**src/pkg/pds_pkg.sv**
```systemverilog
// package for the port device status register block
// Functional notes
// bits 15:6 and 4 read zero; writes to them are ignored
// software writes zeros into reserved bits 15:6
// bit 5 reads one while any transaction or completion is outstanding
// bit 3 sets on a received unsupported request, enables regardless
// unsupported request also sets non-fatal or fatal flag by severity
// bit 2 sets on detected fatal error, ignoring enables and mask
// bit 1 sets on detected non-fatal error, ignoring enables and mask
// bit 0 sets on detected correctable error, ignoring enables, mask
// only self-detected errors set flags, never received error messages
// writing one clears bits 3:0, zero leaves them; reset clears all
package pds_pkg;

    // ------------------------------------------------------------
    // register map
    // ------------------------------------------------------------
    localparam logic [7:0]  PDS_OFFSET      = 8'haa;
    localparam logic [15:0] PDS_RESET       = 16'h0000;
    localparam int          PDS_BIT_CORR    = 0;
    localparam int          PDS_BIT_NONFATAL = 1;
    localparam int          PDS_BIT_FATAL   = 2;
    localparam int          PDS_BIT_UNSUPP  = 3;
    localparam int          PDS_BIT_PENDING = 5;
    localparam logic [3:0]  PDS_FLAGS_RESET = 4'h0;
    localparam int          PDS_SYNC_STAGES = 2;

    // ------------------------------------------------------------
    // carriers
    // ------------------------------------------------------------
    // one-cycle event pulses from the port's own detection logic
    typedef struct packed {
        logic unsupported;
        logic unsupported_fatal;
        logic fatal;
        logic nonfatal;
        logic correctable;
    } pds_events_t;

    // configuration access to the register
    typedef struct packed {
        logic        rd;
        logic        wr;
        logic [7:0]  addr;
        logic [1:0]  be;
        logic [15:0] wdata;
    } pds_cfg_req_t;

endpackage : pds_pkg

```
**src/rtl/pds_sync.sv**
```systemverilog
// two-flop synchroniser for the pending level
`timescale 1ns/10ps
module pds_sync (
    // clock and reset
    input  wire logic clk_sys,
    input  wire logic reset_n,
    input  wire logic clk_en,
    // level
    input  wire logic din,
    output logic      dout
);

    logic stage1;
    logic next_stage1;
    logic next_dout;

    always_comb begin
        next_stage1 = stage1;
        next_dout   = dout;
        if (!reset_n) begin
            next_stage1 = 1'b0;
            next_dout   = 1'b0;
        end else if (clk_en) begin
            next_stage1 = din;
            next_dout   = stage1;
        end
    end

    always_ff @(posedge clk_sys) begin
        stage1 <= next_stage1;
        dout   <= next_dout;
    end

endmodule : pds_sync

```
**src/rtl/pds_status.sv**
```systemverilog
// port device status register: sticky error flags and pending level
`timescale 1ns/10ps
module pds_status (
    // clock and reset
    input  wire logic                  clk_sys,
    input  wire logic                  reset_n,
    input  wire logic                  clk_en,
    // detection events from the port logic, same clock
    input  wire pds_pkg::pds_events_t  events,
    // outstanding-transaction level from the link side
    input  wire logic                  pending_async,
    // configuration access
    input  wire pds_pkg::pds_cfg_req_t cfg_req,
    output logic [15:0]                cfg_rdata,
    output logic                       cfg_rvalid,
    // live view of the register
    output logic [15:0]                port_device_status
);

    // ------------------------------------------------------------
    // pending level
    // ------------------------------------------------------------
    logic transactions_outstanding;

    pds_sync u_sync (
        .clk_sys (clk_sys),
        .reset_n (reset_n),
        .clk_en  (clk_en),
        .din     (pending_async),
        .dout    (transactions_outstanding)
    );

    // ------------------------------------------------------------
    // sticky flags
    // ------------------------------------------------------------
    // received error messages never reach this port: only the port's own
    // detectors drive events
    logic       unsupported_request_seen;
    logic       fatal_error_seen;
    logic       nonfatal_error_seen;
    logic       correctable_error_seen;
    logic [3:0] flags;
    logic [3:0] set_vec;
    logic [3:0] clr_vec;
    logic [3:0] next_flags;
    logic [15:0] status_word;
    logic [15:0] next_cfg_rdata;
    logic        next_cfg_rvalid;
    logic        hit;

    assign unsupported_request_seen = flags[pds_pkg::PDS_BIT_UNSUPP];
    assign fatal_error_seen         = flags[pds_pkg::PDS_BIT_FATAL];
    assign nonfatal_error_seen      = flags[pds_pkg::PDS_BIT_NONFATAL];
    assign correctable_error_seen   = flags[pds_pkg::PDS_BIT_CORR];

    assign hit = (cfg_req.addr == pds_pkg::PDS_OFFSET);

    always_comb begin
        set_vec = '0;
        clr_vec = '0;
        // logged whatever the reporting enables or masks say
        set_vec[pds_pkg::PDS_BIT_UNSUPP] = events.unsupported;
        set_vec[pds_pkg::PDS_BIT_FATAL] = events.fatal
            | (events.unsupported & events.unsupported_fatal);
        set_vec[pds_pkg::PDS_BIT_NONFATAL] = events.nonfatal
            | (events.unsupported & ~events.unsupported_fatal);
        set_vec[pds_pkg::PDS_BIT_CORR] = events.correctable;
        // write-one-to-clear, low byte lane only; upper bits ignored
        if (cfg_req.wr && hit && cfg_req.be[0]) begin
            clr_vec = cfg_req.wdata[3:0];
        end
        // a new event in the clearing cycle wins over the clear
        next_flags = (flags & ~clr_vec) | set_vec;
        if (!reset_n) begin
            next_flags = pds_pkg::PDS_FLAGS_RESET;
        end else if (!clk_en) begin
            next_flags = flags;
        end
    end

    // ------------------------------------------------------------
    // read path
    // ------------------------------------------------------------
    always_comb begin
        status_word = pds_pkg::PDS_RESET;
        status_word[pds_pkg::PDS_BIT_PENDING] =
            transactions_outstanding;
        status_word[pds_pkg::PDS_BIT_UNSUPP]   = next_flags[3];
        status_word[pds_pkg::PDS_BIT_FATAL]    = next_flags[2];
        status_word[pds_pkg::PDS_BIT_NONFATAL] = next_flags[1];
        status_word[pds_pkg::PDS_BIT_CORR]     = next_flags[0];
        next_cfg_rdata  = cfg_rdata;
        next_cfg_rvalid = 1'b0;
        if (!reset_n) begin
            next_cfg_rdata = pds_pkg::PDS_RESET;
        end else if (clk_en) begin
            if (cfg_req.rd && hit) begin
                // flags as held before this edge: a same-cycle clear
                // shows on the next read
                next_cfg_rdata      = status_word;
                next_cfg_rdata[3:0] = flags;
                next_cfg_rvalid = 1'b1;
            end else if (cfg_req.rd) begin
                // unmapped offsets answer zero
                next_cfg_rdata  = pds_pkg::PDS_RESET;
                next_cfg_rvalid = 1'b1;
            end
        end
    end

    always_ff @(posedge clk_sys) begin
        flags              <= next_flags;
        cfg_rdata          <= next_cfg_rdata;
        cfg_rvalid         <= next_cfg_rvalid;
        port_device_status <= status_word;
    end

endmodule : pds_status

```
**config.mk**
```make
export PLATFORM = sky130hd
export DESIGN_NAME = pds_status
export DESIGN_NICKNAME = d
export VERILOG_FILES = /design/src/pkg/pds_pkg.sv /design/src/rtl/pds_sync.sv /design/src/rtl/pds_status.sv
export SDC_FILE = /design/constraint.sdc
export NUM_CORES = 1
export LEC_CHECK = 0
export BUFFER_PORTS_ARGS = -buffer_cell sky130_fd_sc_hd__buf_2
export CAP_MARGIN = 0
export CELL_PAD_IN_SITES_DETAIL_PLACEMENT = 1
export CELL_PAD_IN_SITES_GLOBAL_PLACEMENT = 1
export CORE_UTILIZATION = 23
export DETAILED_ROUTE_END_ITERATION = 6
export PLACE_DENSITY = 0.84
export SKIP_LAST_GASP = 1
export SYNTH_ARGS = -nofsm -noshare
export SYNTH_HDL_FRONTEND = slang
export SYNTH_SLANG_ARGS = --single-unit
```
**constraint.sdc**
```tcl
create_clock -name clk_sys -period 1 [get_ports clk_sys]
set_input_delay 0.2 -clock clk_sys [delete_from_list [all_inputs] [get_ports clk_sys]]
set_output_delay 0.2 -clock clk_sys [all_outputs]
set_load 0.05 [all_outputs]
```
==> flow_summary.yaml <==
worst_setup_path:
  slowest_stage: "sky130_fd_sc_hd__dfxtp_4"
  worstPathMaxFanout: 4
  cp.buffers_inverters: 1
  crit_family: "flip-flops"
  setup.reg_to_reg.worst_slack_ns: 0.04
  cp_data_arrival_time_ns: 0.80
  path_class: "reg -> out"
  crit_required_ns: 0.80
  setup.worst_path.end_class: "primary output"
  timing.critical_path.cells: "buf_8"
  critPathLaunchType: "flip-flop"
  timing.critical_path.slowest_cell_delay_ns: 0.38
placed_design:
  post-place-ws_ns: -0.008350
  io_buffer_count: 34
  finalWeightedCongestion: 0.7442
  half_perimeter_wire_length_of_the_detailed_placement_result_um: 1540
layout:
  regArea_um2: 284.0
  final.fill_count: 384
  design.final.nets: 165
  syn_to_final_growth_pct: 45.12
  diodes: 0
  multi_input_comb_area_um2: 369.1
  post_route_cells_drive_above_1_share_pct: 48.03
drt:
  first_iter_violations: 4
  route.antenna.remaining_nets: 0
  dr_total_vias: 681
  detail_route.wl_per_cell_um: 10.59
  drt-total-wl_um: 1811
  drcViolationCount: 0
  post_drt_via_cell_ratio: 3.982
  drt_pass1_iterations: 3
clock_network:
  worst_setup_hold_path_clk_slew_ns: 0.09
  cts_tree: "yes"
  ctsLongestPathBuffers: 2
  clk-insertion-delay-late_ns: 0.27
  cts-buffers-inserted: 3
  htree_levels: 1
  clkSinkCount: 13
  clock-root-buffer: "sky130_fd_sc_hd__clkbuf_4"
sta:
  clock-skew-final_ns: 0.004979
  setup_ws_ns: 0.001825
  max_clock_freq_mhz: 1002
  timing_hold_violations_final: 0
  fin_crit_sh_pct: 99.82
  setup_viol: 0
  drv_slew: 0
  rsz0062_at_grt: "true"
  time_the_worst_path_needs_with_i_o_delays_and_setup_ns: 0.9982
floorplan:
  ioPinCount: 70
  die_x_um: 58.85
  floorplan.initialDensity_pct: 24.34
  die-area_um2: 3463
  core_um2: 3053
  die-height_um: 58.85
  rows: 20
hold_path:
  min_path_type: "in -> reg"
power:
  totalPowerFinal_mw: 1.306
  peakVddDrop_uv: 336.5
  p_per_area_nw_per_um2: 1211
  leakage_dissipation_nw: 0.5175
synth:
  yosys.area.top_type_share_pct: 35.02
  ys_seq_area_share_pct: 35.02
  yosys-top-cells-area: "sky130_fd_sc_hd__dfxtp_1 35%, sky130_fd_sc_hd__buf_4 23%, sky130_fd_sc_hd__nand3_1 6.7%"
  synthDominantAreaCellType: "sky130_fd_sc_hd__dfxtp_1"
  avgSynthCellArea_um2: 8.848
  ys_seq_elements: 13
  post_synthesis_cell_area_um2: 743.2
  synthesis.instances: 84
  yosysWarningCount: 0
  synth.lib_cells_used.distinct: 23
grt:
  groute.usage.overall_pct: 11.75
  grt_pass1_vias: 662
  initial_antenna_violation_count: 0
  grt.overflow.total: 0
  grt_max_degree: 14
  wire_length_of_the_first_global_routing_pass_um: 2980
run:
  max_cap_violations: 0
status:
  outcome: "completed"
[power breakdown]
group          total (mW)  leakage, nW  internal, mW  switching [mW]
sequential          0.553        0.112         0.534          0.0188
combinational       0.423        0.390         0.121           0.302
clock               0.330       0.0150         0.154           0.176
[registers in the layout, indices dropped and copies added (netlist names)]
register,count
cfg_rdata,5
flags,3
port_device_status,2
cfg_rvalid,1
u_sync.dout,1
u_sync.stage1,1
[cell families after synthesis]
group	Yosys count	synth area share (%)
simple gates	27	20.71
buf+inv	26	25.93
compound gates	15	15.15
flops	13	35.02
mux	2	2.694
other cells	1	0.5046
[cell usage in the layout, fill, tap and decap left out, types with 2 or more instances in the layout]
cell	synthesis	layout
sky130_fd_sc_hd__clkbuf_4	0	3
sky130_fd_sc_hd__and4bb_1	2	2
sky130_fd_sc_hd__nand2_1	6	6
sky130_fd_sc_hd__nand3_1	10	10
sky130_fd_sc_hd__a21o_1	3	3
sky130_fd_sc_hd__buf_4	23	9
sky130_fd_sc_hd__dfxtp_1	13	2
sky130_fd_sc_hd__and3_1	2	2
sky130_fd_sc_hd__nor2b_1	3	3
sky130_fd_sc_hd__conb_1	1	22
sky130_fd_sc_hd__dfxtp_2	0	7
sky130_fd_sc_hd__o21ai_1	5	5
sky130_fd_sc_hd__dfxtp_4	0	4
sky130_fd_sc_hd__a41oi_1	3	3
sky130_fd_sc_hd__buf_2	1	23
sky130_fd_sc_hd__buf_6	1	2
sky130_fd_sc_hd__buf_8	0	9
sky130_fd_sc_hd__mux2i_1	2	2
[cell type report]
cell class                 count  share of cell area (%)
multi-input combinational     66                   34.22
timing repair buffer          43                   31.55
sequential                    13                   26.33
tap                           44                   5.104
clock buffer                   4                   2.436
inverter                       1                  0.3480
[timing repair]
item                       4_1_cts  5_1_grt
gates resized for setup         31       11
hold endpoints to repair         0        0
buffers inserted                 1        5
hold buffers                     0        0
setup endpoints to repair       11       11
[final timing paths]
check,from,to,cells past startpoint
max reg2reg,flags[1],flags[1],3
min reg2reg,u_sync.dout,port_device_status[5],0
max,flags[1],port_device_status[1],1
min,cfg_req[0],flags[0],2
[metrics by stage]
step,hold WS (ns),instance area (um^2),TNS (ns),cells,util [%]
finish,0.1131,1079,0,171,35.33
global route,0.09601,1079,-0.2187,171,35.33
CTS,0.1065,1007,-0.04638,166,32.99
detailed placement,0.3730,885.9,-0.008372,161,29.02
global placement,0.3640,885.9,0,161,29.02
floorplan,0.3026,827.0,0,105,-
[cell usage after synthesis, drive strengths merged]
library cell and instances:
conb 1, nor2b 3, o21ai 6, o311ai 1, and2 2, nor2 1
and3 2, inv 1, a41oi 4, a21oi 1, dfxtp 13, or2 1
a21o 3, nand3 10, nand2 6, buf 25, mux2i 2, and4bb 2
[metal layers]
layer,GRT usage [%],part of all wire (%)
met5,0,0
met4,4.082,0
met3,2.857,5.2
met2,22.40,56
met1,12.38,39
(Power assumes the default switching activity.)
